## config.mk

```make
export PLATFORM = sky130hd
export DESIGN_NAME = tmr_timer
export DESIGN_NICKNAME = d
export VERILOG_FILES = /design/src/tmr_pkg.sv /design/src/tmr_timer.sv
export SDC_FILE = /design/constraint.sdc
export NUM_CORES = 1
export LEC_CHECK = 0
export ABC_AREA = 1
export BUFFER_PORTS_ARGS = -buffer_cell sky130_fd_sc_hd__buf_2
export CORE_MARGIN = 1
export CORE_UTILIZATION = 55
export CTS_BUF_LIST = sky130_fd_sc_hd__clkbuf_8
export DETAILED_ROUTE_END_ITERATION = 8
export HOLD_SLACK_MARGIN = 0.1
export PLACE_DENSITY_LB_ADDON = 0.12
export SETUP_SLACK_MARGIN = 0.15
export SYNTH_ARGS = -nofsm -noshare
export SYNTH_HDL_FRONTEND = slang
export SYNTH_SLANG_ARGS = --single-unit
```

## constraint.sdc

```tcl
create_clock -name ref_clk -period 1.9 [get_ports ref_clk]
set_input_delay 0.38 -clock ref_clk [delete_from_list [all_inputs] [get_ports ref_clk]]
set_output_delay 0.38 -clock ref_clk [all_outputs]
set_load 0.05 [all_outputs]
```

## src/tmr_pkg.sv

```systemverilog
// package for the 8-bit timer with one compare/pwm channel
// assumes a single i/o clock domain and a simple byte register port
package tmr_pkg;
    // =====================================================
    // register offsets
    localparam logic [7:0] ADDR_FLAGS = 8'h35;
    localparam logic [7:0] ADDR_CTRL_A = 8'h44;
    localparam logic [7:0] ADDR_CTRL_B = 8'h45;
    localparam logic [7:0] ADDR_COUNT = 8'h46;
    localparam logic [7:0] ADDR_COMPARE = 8'h47;
    localparam logic [7:0] ADDR_MASK = 8'h6e;
    localparam logic [7:0] RESET_VALUE = 8'h00;
    // =====================================================
    // counter landmarks
    localparam logic [7:0] CNT_MAX = 8'hff;
    localparam logic [7:0] CNT_BOTTOM = 8'h00;
    // =====================================================
    // prescaler taps (counts minus one)
    localparam logic [9:0] DIV8_LAST = 10'h007;
    localparam logic [9:0] DIV64_LAST = 10'h03f;
    localparam logic [9:0] DIV256_LAST = 10'h0ff;
    localparam logic [9:0] DIV1024_LAST = 10'h3ff;
    // =====================================================
    // waveform modes
    typedef enum logic [2:0] {
        MODE_NORMAL = 3'h0, MODE_PC_FF = 3'h1, MODE_CTC = 3'h2, MODE_FAST_FF = 3'h3,
        MODE_RES4 = 3'h4, MODE_PC_OCR = 3'h5, MODE_RES6 = 3'h6, MODE_FAST_OCR = 3'h7
    } tmr_mode_t;
    // output actions
    localparam logic [1:0] ACT_OFF = 2'h0;
    localparam logic [1:0] ACT_TOGGLE = 2'h1;
    localparam logic [1:0] ACT_CLEAR = 2'h2;
    localparam logic [1:0] ACT_SET = 2'h3;
    // clock select codes
    localparam logic [2:0] CS_STOP = 3'h0;
    localparam logic [2:0] CS_DIV1 = 3'h1;
    localparam logic [2:0] CS_DIV8 = 3'h2;
    localparam logic [2:0] CS_DIV64 = 3'h3;
    localparam logic [2:0] CS_DIV256 = 3'h4;
    localparam logic [2:0] CS_DIV1024 = 3'h5;
    // =====================================================
    // control register a and b fields
    typedef struct packed {
        logic [1:0] action;  // bits 7..6
        logic [3:0] unused;  // bits 5..2
        logic [1:0] mode_lo; // bits 1..0
    } tmr_ctrl_a_t;
    typedef struct packed {
        logic force_cmp;     // bit 7
        logic [2:0] unused;  // bits 6..4
        logic mode_hi;       // bit 3
        logic [2:0] clk_sel; // bits 2..0
    } tmr_ctrl_b_t;
    // bit positions in mask and flag registers
    localparam int BIT_CMP = 1;
    localparam int BIT_OVF = 0;
    // register port bundle
    typedef struct packed {
        logic [7:0] addr;
        logic [7:0] wdata;
        logic wr;
        logic rd;
    } tmr_bus_req_t;
endpackage

```

## src/tmr_timer.sv

```systemverilog
// 8-bit timer/counter with one compare output and pwm
// assumes one i/o clock, synchronous reset, byte register port with read data one cycle later
`timescale 1ns/1ps
`default_nettype none
module tmr_timer (
    input wire logic ref_clk,               // i/o clock, 25 mhz
    input wire logic sys_rst,               // synchronous reset, active high
    input wire tmr_pkg::tmr_bus_req_t bus,  // register port request
    output logic [7:0] rdata,               // read data, cycle after read strobe
    input wire logic global_irq_en,         // processor global interrupt enable
    input wire logic cmp_irq_ack,           // compare vector executing
    input wire logic ovf_irq_ack,           // overflow vector executing
    input wire logic port_data,             // normal port data for the pin
    input wire logic port_dir_out,          // direction bit, 1 = output
    output logic pin_out,                   // pin output value
    output logic pin_oe_n,                  // pin output enable, low drives
    output logic compare_output_pin,        // compare output register value
    output logic cmp_irq,                   // compare interrupt request
    output logic ovf_irq                    // overflow interrupt request
);
    // =====================================================
    // registers
    tmr_pkg::tmr_ctrl_a_t ctrl_a_reg;
    logic mode_hi_reg;
    logic [2:0] clk_sel_reg;
    logic [7:0] count_reg, count_next;
    logic [7:0] compare_value_reg;   // written by software
    logic [7:0] compare_active_reg;  // value used by comparator
    logic [1:0] mask_reg;
    logic cmp_flag_reg, ovf_flag_reg;
    logic dir_down_reg, dir_down_next;
    logic block_match_reg;
    logic oc_reg, oc_next;
    logic [9:0] presc_reg;

    // =====================================================
    // decode
    wire logic wr_a = bus.wr && bus.addr == tmr_pkg::ADDR_CTRL_A;
    wire logic wr_b = bus.wr && bus.addr == tmr_pkg::ADDR_CTRL_B;
    wire logic wr_cnt = bus.wr && bus.addr == tmr_pkg::ADDR_COUNT;
    wire logic wr_cmp = bus.wr && bus.addr == tmr_pkg::ADDR_COMPARE;
    wire logic wr_mask = bus.wr && bus.addr == tmr_pkg::ADDR_MASK;
    wire logic wr_flag = bus.wr && bus.addr == tmr_pkg::ADDR_FLAGS;
    wire tmr_pkg::tmr_ctrl_b_t wb = bus.wdata;

    tmr_pkg::tmr_mode_t mode;
    assign mode = tmr_pkg::tmr_mode_t'({mode_hi_reg, ctrl_a_reg.mode_lo});
    wire logic is_pc = mode == tmr_pkg::MODE_PC_FF || mode == tmr_pkg::MODE_PC_OCR;
    wire logic is_fast = mode == tmr_pkg::MODE_FAST_FF || mode == tmr_pkg::MODE_FAST_OCR;
    wire logic is_pwm = is_pc || is_fast;
    wire logic top_ocr = mode == tmr_pkg::MODE_CTC || mode == tmr_pkg::MODE_PC_OCR
        || mode == tmr_pkg::MODE_FAST_OCR;
    wire logic [7:0] top_val = top_ocr ? compare_active_reg : tmr_pkg::CNT_MAX;
    wire logic [1:0] act = ctrl_a_reg.action;

    function automatic logic tap_hit(input logic [2:0] cs, input logic [9:0] p);
        unique case (cs)
            tmr_pkg::CS_DIV1: tap_hit = 1'b1;
            tmr_pkg::CS_DIV8: tap_hit = p[2:0] == tmr_pkg::DIV8_LAST[2:0];
            tmr_pkg::CS_DIV64: tap_hit = p[5:0] == tmr_pkg::DIV64_LAST[5:0];
            tmr_pkg::CS_DIV256: tap_hit = p[7:0] == tmr_pkg::DIV256_LAST[7:0];
            tmr_pkg::CS_DIV1024: tap_hit = p == tmr_pkg::DIV1024_LAST;
            default: tap_hit = 1'b0;
        endcase
    endfunction
    wire logic tick = tap_hit(clk_sel_reg, presc_reg);

    // comparator, blocked one timer clock after a count write
    wire logic raw_match = count_reg == compare_active_reg;
    wire logic match = tick && raw_match && !block_match_reg;
    wire logic at_top = count_reg == top_val;
    // in pwm modes, waveform match ignored when compare equals top and upper action bit set
    wire logic skip_wave = is_pwm && act[1] && compare_active_reg == top_val;
    wire logic wave_match = match && !skip_wave;
    wire logic force_cmp = wr_b && wb.force_cmp && !is_pwm;

    // =====================================================
    // counter sequence
    always_comb begin
        count_next = count_reg;
        dir_down_next = dir_down_reg;
        if (tick) begin
            if (is_pc) begin
                // up to top, hold one tick, down to bottom
                if (!dir_down_reg && at_top) begin
                    dir_down_next = 1'b1;
                end else if (dir_down_reg && count_reg == tmr_pkg::CNT_BOTTOM) begin
                    dir_down_next = 1'b0;
                    count_next = count_reg + 8'h01;
                end else if (dir_down_reg) begin
                    count_next = count_reg - 8'h01;
                end else begin
                    count_next = count_reg + 8'h01;
                end
            // clear after top in fast pwm and ctc
            end else if ((is_fast || mode == tmr_pkg::MODE_CTC) && at_top) begin
                count_next = tmr_pkg::CNT_BOTTOM;
            end else begin
                count_next = count_reg + 8'h01;
            end
        end
        if (wr_cnt) begin
            count_next = bus.wdata;
        end
    end

    logic ovf_event;
    always_comb begin
        unique case (mode)
            tmr_pkg::MODE_PC_FF, tmr_pkg::MODE_PC_OCR:
                ovf_event = tick && dir_down_reg && count_reg == tmr_pkg::CNT_BOTTOM;
            tmr_pkg::MODE_FAST_OCR: ovf_event = tick && at_top;
            tmr_pkg::MODE_RES4, tmr_pkg::MODE_RES6: ovf_event = 1'b0;
            default: ovf_event = tick && count_reg == tmr_pkg::CNT_MAX;
        endcase
    end

    // =====================================================
    // waveform output
    always_comb begin
        oc_next = oc_reg;
        if (!is_pwm) begin
            if (wave_match || force_cmp) begin
                unique case (act)
                    tmr_pkg::ACT_TOGGLE: oc_next = !oc_reg;
                    tmr_pkg::ACT_CLEAR: oc_next = 1'b0;
                    tmr_pkg::ACT_SET: oc_next = 1'b1;
                    default: oc_next = oc_reg;
                endcase
            end
        end else if (act == tmr_pkg::ACT_TOGGLE) begin
            // toggle only with mode bit 2
            if (wave_match && mode_hi_reg) begin
                oc_next = !oc_reg;
            end
        end else if (act[1]) begin
            if (is_fast) begin
                // match then bottom action on clearing tick
                if (tick && at_top) begin
                    oc_next = act == tmr_pkg::ACT_CLEAR;
                end else if (wave_match) begin
                    oc_next = act == tmr_pkg::ACT_SET;
                end
            end else begin
                // at top instead of match; level matches a down-count match
                if (skip_wave && tick && at_top && !dir_down_reg) begin
                    oc_next = act == tmr_pkg::ACT_CLEAR;
                end else if (wave_match) begin
                    // up clears for 2, down sets for 2
                    oc_next = dir_down_reg ? (act == tmr_pkg::ACT_CLEAR) : (act == tmr_pkg::ACT_SET);
                end
            end
        end
    end

    // =====================================================
    // control and data registers
    always_ff @(posedge ref_clk) begin
        if (sys_rst) begin
            ctrl_a_reg <= tmr_pkg::RESET_VALUE;
            mode_hi_reg <= 1'b0;
            clk_sel_reg <= tmr_pkg::CS_STOP;
            compare_value_reg <= tmr_pkg::RESET_VALUE;
            mask_reg <= 2'h0;
            presc_reg <= 10'h000;
        end else begin
            if (wr_a) begin
                ctrl_a_reg <= {bus.wdata[7:6], 4'h0, bus.wdata[1:0]};
            end
            if (wr_b) begin
                mode_hi_reg <= wb.mode_hi;
                clk_sel_reg <= wb.clk_sel;
            end
            if (wr_cmp) begin
                compare_value_reg <= bus.wdata;
            end
            if (wr_mask) begin
                mask_reg <= bus.wdata[1:0];
            end
            presc_reg <= presc_reg + 10'h001;
        end
    end

    // compare buffer: immediate outside pwm, at top in pwm
    wire logic load_cmp = !is_pwm || (tick && at_top);
    // counter, direction, match blocking and output
    always_ff @(posedge ref_clk) begin
        if (sys_rst) begin
            count_reg <= tmr_pkg::CNT_BOTTOM;
            dir_down_reg <= 1'b0;
            block_match_reg <= 1'b0;
            oc_reg <= 1'b0;
            compare_active_reg <= tmr_pkg::RESET_VALUE;
        end else begin
            count_reg <= count_next;
            dir_down_reg <= dir_down_next;
            // held until the next timer clock passes
            block_match_reg <= wr_cnt || (block_match_reg && !tick);
            oc_reg <= oc_next;
            if (load_cmp) begin
                compare_active_reg <= wr_cmp && !is_pwm ? bus.wdata : compare_value_reg;
            end
        end
    end

    // flags: set wins over clear; forced compare sets none
    always_ff @(posedge ref_clk) begin
        if (sys_rst) begin
            cmp_flag_reg <= 1'b0;
            ovf_flag_reg <= 1'b0;
        end else begin
            cmp_flag_reg <= match || (cmp_flag_reg && !cmp_irq_ack
                && !(wr_flag && bus.wdata[tmr_pkg::BIT_CMP]));
            ovf_flag_reg <= ovf_event || (ovf_flag_reg && !ovf_irq_ack
                && !(wr_flag && bus.wdata[tmr_pkg::BIT_OVF]));
        end
    end

    // read mux, unused bits zero, strobe reads zero
    logic [7:0] rd_mux;
    always_comb begin
        unique case (bus.addr)
            tmr_pkg::ADDR_CTRL_A: rd_mux = ctrl_a_reg;
            tmr_pkg::ADDR_CTRL_B: rd_mux = {4'h0, mode_hi_reg, clk_sel_reg};
            tmr_pkg::ADDR_COUNT: rd_mux = count_reg;
            tmr_pkg::ADDR_COMPARE: rd_mux = compare_value_reg;
            tmr_pkg::ADDR_MASK: rd_mux = {6'h00, mask_reg};
            tmr_pkg::ADDR_FLAGS: rd_mux = {6'h00, cmp_flag_reg, ovf_flag_reg};
            default: rd_mux = 8'h00;
        endcase
    end
    always_ff @(posedge ref_clk) begin
        if (sys_rst) begin
            rdata <= tmr_pkg::RESET_VALUE;
        end else begin
            rdata <= bus.rd ? rd_mux : 8'h00;
        end
    end

    assign cmp_irq = cmp_flag_reg && mask_reg[tmr_pkg::BIT_CMP] && global_irq_en;
    assign ovf_irq = ovf_flag_reg && mask_reg[tmr_pkg::BIT_OVF] && global_irq_en;
    assign compare_output_pin = oc_reg;
    assign pin_out = act != tmr_pkg::ACT_OFF ? oc_reg : port_data;
    assign pin_oe_n = !port_dir_out;
endmodule
`default_nettype wire

```

==> results of run 1 <==
Yosys cell counts (all sizes together):
cell / count
a2111oi: 1
a211oi: 2
a21oi: 41
a22oi: 1
a31oi: 6
buf: 7
clkbuf: 6
dfxtp: 57
ha: 4
inv: 80
nand2: 106
nand3: 37
nand3b: 2
nand4: 13
nor2: 66
nor3: 12
nor4: 2
o2111ai: 1
o211ai: 1
o21ai: 58
o21bai: 1
o221ai: 5
o22ai: 4
o31a: 1
o31ai: 2
o32ai: 1
or2: 1
xor2: 5
metrics by stage:
step | worst slack, ns | total power (W) | std cells | util, % | hold slack (ns)
2_1_floorplan | 0.0644 | 0.00131 | 523 | - | 0.420
3_3_place_gp | -0.0346 | 0.00139 | 678 | 68.2 | 0.451
3_5_place_dp | -0.0429 | 0.00139 | 678 | 68.2 | 0.470
4_1_cts | -0.00300 | 0.00255 | 705 | 75.3 | 0.309
5_1_grt | -0.218 | 0.00262 | 715 | 79.6 | 0.335
6_report | -0.0838 | 0.00256 | 715 | 79.6 | 0.310
layout make-up:
class | count | area [sq um] | area share [%]
timing repair buffer | 113 | 793 | 16.8
clock inverter | 7 | 77.6 | 1.65
timing repair inverter | 1 | 7.51 | 0.159
tap | 75 | 93.8 | 1.99
multi-input combinational | 373 | 2130 | 45.1
sequential | 57 | 1180 | 25.1
clock buffer | 9 | 124 | 2.63
inverter | 80 | 308 | 6.53
worst max-delay path, delay by kind of cell, from the launching register on:
kind | cells | cell delay [ns]
AND/OR/NAND/NOR | 10 | 0.92
AO/OA/AOI/OAI | 1 | 0.20
buffers and inverters | 4 | 0.35
flip-flops | 1 | 0.38
per-layer routing:
| layer | GRT usage (%) | wire [um] | vias up |
|---|---|---|---|
| met5 | 0 | 0 | - |
| met4 | 24.6 | 502 | 0 |
| met3 | 7.73 | 892 | 60 |
| met2 | 62.9 | 5770 | 211 |
| met1 | 39.6 | 4490 | 1968 |
| li1 | - | - | 1967 |
cells by family after synthesis:
family	share of synthesized area [%]
DFF	33.9
and+or+nand+nor	31.3
xor gates and xnor gates	1.30
buffers and inverters	11.0
AOI/OAI and AO/OA	21.0
adders and majority gates	1.49
how the worst min path moves through the flow:
stage	slack, ns	to	cells after the start
floorplan	0.42	presc_reg[0]	1
global placement	0.45	block_match_reg	2
detailed placement	0.47	block_match_reg	2
CTS	0.31	count_reg[6]	3
global route	0.33	count_reg[6]	3
finish	0.31	count_reg[6]	3
power groups by stage:
stage                     clock, W  combinational, W  sequential (W)
after global placement           0          0.000147         0.00124
after CTS                  0.00119          0.000158         0.00121
final                      0.00119          0.000167         0.00120
after floorplan                  0         0.0000761         0.00124
after detailed placement         0          0.000151         0.00124
after global routing       0.00124          0.000180         0.00120
timing repair:
action | in CTS | in global routing
setup buffers | 10 | 10
pin swaps | 15 | 35
setup endpoints to repair | 19 | 21
gates resized for setup | 52 | 52
gates cloned | 1 | 0
==> impl_metrics.py, run 1 <==
metrics = {
    "power_and_ir_drop": {
        "p_int_w": 0.00187,
        "p_seq_share_pct": 47.0,
        "cellPowerDensity_nw_per_um2": 543,
        "leakage_nw": 2.06,
        "p_sw_w": 0.000689,
        "ir_drop_mv": 0.624,
        "clkPwrFrac_pct": 46.5,
        "swShare_pct": 26.9,
        "pwr-share-comb_pct": 6.5,
    },
    "synth": {
        "netlist-cell-type-count": 38,
        "synth_seq_cells": 57,
        "synthCells": 523,
        "synth_nets": 552,
        "ys_warn_count": 0,
        "synth_top_area_share_pct": 33.9,
        "yosys.area.top_type": "dfxtp_1",
        "synth.avg_cell_area_sq_um": 6.44,
        "syn_area_sq_um": 3370,
        "yosysSeqAreaShare_pct": 33.9,
        "ys_top_cells_by_area": "dfxtp_1 (34%), nand2_1 (12%), inv_1 (8.2%)",
    },
    "clocking": {
        "cts_sinks": 57,
        "cts_tree": "yes",
        "clk_pin_slew_worst_paths_ns": 0.07,
        "clk_latency_ns": 0.36,
        "cts_buffers": 9,
        "cts_hold_buf": 0,
        "clockRootBuffer": "clkbuf_8",
        "h-tree-depth": 3,
        "cts_buffer_depth": 2,
    },
    "floorplan": {
        "io_pins": 38,
        "rows": 28,
        "fp.dieW_um": 80.3,
        "die_height_um": 80.3,
        "initial_core_util_pct": 56.9,
        "design.core.area_sq_um": 5920,
        "dieArea_sq_um": 6440,
    },
    "grt": {
        "antenna_found_initial": 0,
        "overflow": 0,
        "grt_max_degree": 18,
        "grt_pass1_wl_mm": 17.6,
        "grt_pass1_vias": 3971,
        "groute.usage.overall_pct": 36.4,
    },
    "setup_path": {
        "crit_chain": "inv_2 -> nand2_1 -> nand2_2 -> nor2_2 -> nand2_2 -> nor2_2 -> nand2_2 -> nor2_4 -> nand2_4 -> inv_2 -> nor2_4 -> buf_12 -> buf_6 -> a211oi_4 -> nor2_1",
        "endpoint": "compare_active_reg[5]",
        "slowest_delay_ns": 0.38,
        "cp_data_required_time_ns": 2.14,
        "startpoint_type": "flip-flop",
        "r2r_start": "count_reg[6]",
        "path_class": "flip-flop to flip-flop",
        "reg2reg_depth": 15,
        "crit_top_cell": "nand2_2",
        "startpoint": "count_reg[6]",
        "worstSetupEndpointType": "flip-flop",
        "arrival_ns": 2.23,
        "r2r-end": "compare_active_reg[5]",
        "r2r_setup_slack_ns": -0.08,
        "path_max_fanout": 4,
        "cp_slowest_cell": "dfxtp_4",
    },
    "detailed_routing": {
        "wl_mm": 11.6,
        "vias": 4206,
        "vias_per_cell": 5.88,
        "firstDrtPassIters": 8,
        "wl_per_cell_um": 16.3,
        "drcViolationCount": 0,
        "final_antenna_net_count": 0,
        "drtIter0Drc": 357,
    },
    "sta": {
        "relSlewSlack_pct": 71.2,
        "fin_crit_ns": 1.98,
        "finalHoldViolCount": 0,
        "grt_setup_unrepaired": "true",
        "fin_crit_sh_pct": 104,
        "setup_slack_ns": -0.0838,
        "finalMaxSlewViolations": 0,
        "worst_slew_pin_slew_ns": 0.421,
        "skew_ns": 0.00940,
        "fmax_mhz": 504,
        "setup_tns_ns": -0.397,
        "setup_viol": 10,
    },
    "cells_and_area": {
        "area_growth_pct": 39.9,
        "final_cell_mix": "nand2_1 (91), buf_4 (70), inv_1 (67)",
        "design_area_sq_um": 4710,
        "diodes": 0,
        "finalNetCount": 664,
        "num-fill-cells": 439,
        "drive_gt1_share_pct": 35.8,
        "largest_reg_flops": 10,
        "layout_commonest_cell": "nand2_1",
    },
    "placement": {
        "dp_hpwl_mm": 7.83,
        "io_buffer_count": 37,
        "gp_congestion": 0.969,
        "placedInstanceArea_sq_um": 4040,
    },
    "outcome": {
        "violations": "setup timing",
        "outcome": "complete, but fails checks",
    },
    "worst_hold_path": {
        "worstHoldStart": "bus[8]",
        "holdCritPathClass": "input port to flip-flop",
    },
    "job": {
        "drv_cap": 0,
    },
}
Power figures use the tool's default switching activity.
==> run 2, diff against run 1 <==
- CORE_UTILIZATION: 55 -> 30
==> impl_metrics.py, run 2 (same netlist as run 1, synthesis figures left out) <==
metrics = {
    "grt": {
        "antenna_found_initial": 0,
        "grt_max_degree": 22,
        "groute.usage.overall_pct": 21.2,
        "grt_pass1_wl_mm": 18.6,
        "grt_pass1_vias": 3762,
        "overflow": 0,
    },
    "floorplan": {
        "initial_core_util_pct": 30.9,
        "die_height_um": 108,
        "dieArea_sq_um": 11700,
        "io_pins": 38,
        "rows": 38,
        "design.core.area_sq_um": 10900,
        "fp.dieW_um": 108,
    },
    "clocking": {
        "cts_sinks": 57,
        "clk_pin_slew_worst_paths_ns": 0.07,
        "cts_tree": "yes",
        "cts_buffers": 9,
        "clk_latency_ns": 0.34,
        "clockRootBuffer": "clkbuf_8",
        "cts_buffer_depth": 2,
        "h-tree-depth": 3,
    },
    "sta": {
        "finalMaxSlewViolations": 0,
        "relSlewSlack_pct": 73.3,
        "setup_viol": 4,
        "grt_setup_unrepaired": "true",
        "skew_ns": 0.00687,
        "fmax_mhz": 520,
        "worst_slew_pin_slew_ns": 0.400,
        "setup_tns_ns": -0.0339,
        "setup_slack_ns": -0.0236,
        "fin_crit_ns": 1.92,
        "finalHoldViolCount": 0,
        "fin_crit_sh_pct": 101,
    },
    "placement": {
        "placedInstanceArea_sq_um": 4260,
        "gp_congestion": 0.831,
        "dp_hpwl_mm": 8.95,
        "place_inst": 761,
        "io_buffer_count": 37,
    },
    "cells_and_area": {
        "finalNetCount": 677,
        "drive_gt1_share_pct": 35.4,
        "design_area_sq_um": 4880,
        "diodes": 0,
        "final_util_pct": 44.9,
        "layout_commonest_cell": "nand2_1",
        "largest_reg_flops": 10,
        "final_cell_mix": "nand2_1 (92), buf_4 (81), inv_1 (69)",
        "area_growth_pct": 45.0,
        "fin_cells": 793,
    },
    "setup_path": {
        "arrival_ns": 2.20,
        "startpoint_type": "flip-flop",
        "cp_data_required_time_ns": 2.17,
        "r2r_setup_slack_ns": -0.02,
        "path_max_fanout": 7,
        "worstSetupEndpointType": "flip-flop",
        "path_class": "flip-flop to flip-flop",
    },
    "outcome": {
        "outcome": "complete, but fails checks",
        "violations": "setup timing",
    },
    "power_and_ir_drop": {
        "cellPowerDensity_nw_per_um2": 515,
        "swShare_pct": 26.1,
        "p_int_w": 0.00186,
        "leakage_nw": 2.11,
        "total_power_w": 0.00252,
        "p_sw_w": 0.000656,
        "ir_drop_mv": 0.528,
        "p_seq_share_pct": 47.8,
        "pwr-share-comb_pct": 6.8,
        "clkPwrFrac_pct": 45.4,
    },
    "job": {
        "drv_cap": 0,
    },
    "detailed_routing": {
        "final_antenna_net_count": 0,
        "firstDrtPassIters": 5,
        "vias_per_cell": 4.93,
        "vias": 3908,
        "drcViolationCount": 0,
        "wl_mm": 11.8,
        "wl_per_cell_um": 14.9,
        "drtIter0Drc": 154,
    },
    "worst_hold_path": {
        "holdCritPathClass": "input port to flip-flop",
    },
}
==> run 2: through the flow <==
stage                     hold WS [ns]  setup WS [ns]
final                            0.309        -0.0236
after global placement           0.436         -0.176
after detailed placement         0.442         -0.135
after global routing             0.319         -0.193
after floorplan                  0.420         0.0644
after CTS                        0.298         0.0478
==> run 2: power groups by stage <==
stage / Clock, W / Combinational (W) / Sequential, W
floorplan: 0 / 0.0000761 / 0.00124
global placement: 0 / 0.000156 / 0.00124
detailed placement: 0 / 0.000157 / 0.00124
CTS: 0.00119 / 0.000164 / 0.00121
global route: 0.00123 / 0.000189 / 0.00120
finish: 0.00114 / 0.000172 / 0.00120
==> run 2: layout make-up <==
cell class,instances,area (sq um)
Fill cell,1151,6000
Multi-Input combinational cell,373,2140
Sequential cell,57,1170
Timing Repair Buffer,126,890
Inverter,80,308
Tap cell,140,175
Clock buffer,9,124
Clock inverter,7,71.3
Timing Repair inverter,1,7.51
==> run 2: worst paths after layout <==
kind / start / endpoint / cells after the start
worst min register to register: presc_reg[6] / presc_reg[6] / 1
worst min-delay path: bus[8] / count_reg[6] / 3
worst max register to register: presc_reg[0] / compare_active_reg[3] / 12
worst max-delay path: presc_reg[0] / compare_active_reg[3] / 12
==> run 2: critical path, cell delays in order, from the launching register on <==
cell,delay (ns)
dfxtp_2,0.34
ha_4,0.18
ha_4,0.15
nand4_1,0.08
nand2_1,0.05
inv_1,0.05
nand4_1,0.09
buf_6,0.16
nand2_4,0.08
inv_4,0.04
nor2_4,0.25
clkinvlp_4,0.22
a31oi_1,0.19
==> run 2: timing repair <==
item,4_1_cts,5_1_grt
setup endpoints to repair,19,20
setup buffers,8,7
hold buffers,0,0
gates cloned,0,1
resized for setup,34,65
pin swaps,11,21
==> run 2: routing by layer <==
| layer | track usage, % | vias up | wire, um |
|---|---|---|---|
| met4 | 7.83 | 0 | 340 |
| met2 | 36.2 | 77 | 5700 |
| met1 | 26.5 | 1820 | 5390 |
| met5 | 0 | - | 0 |
| met3 | 3.86 | 21 | 356 |
| li1 | - | 1990 | - |
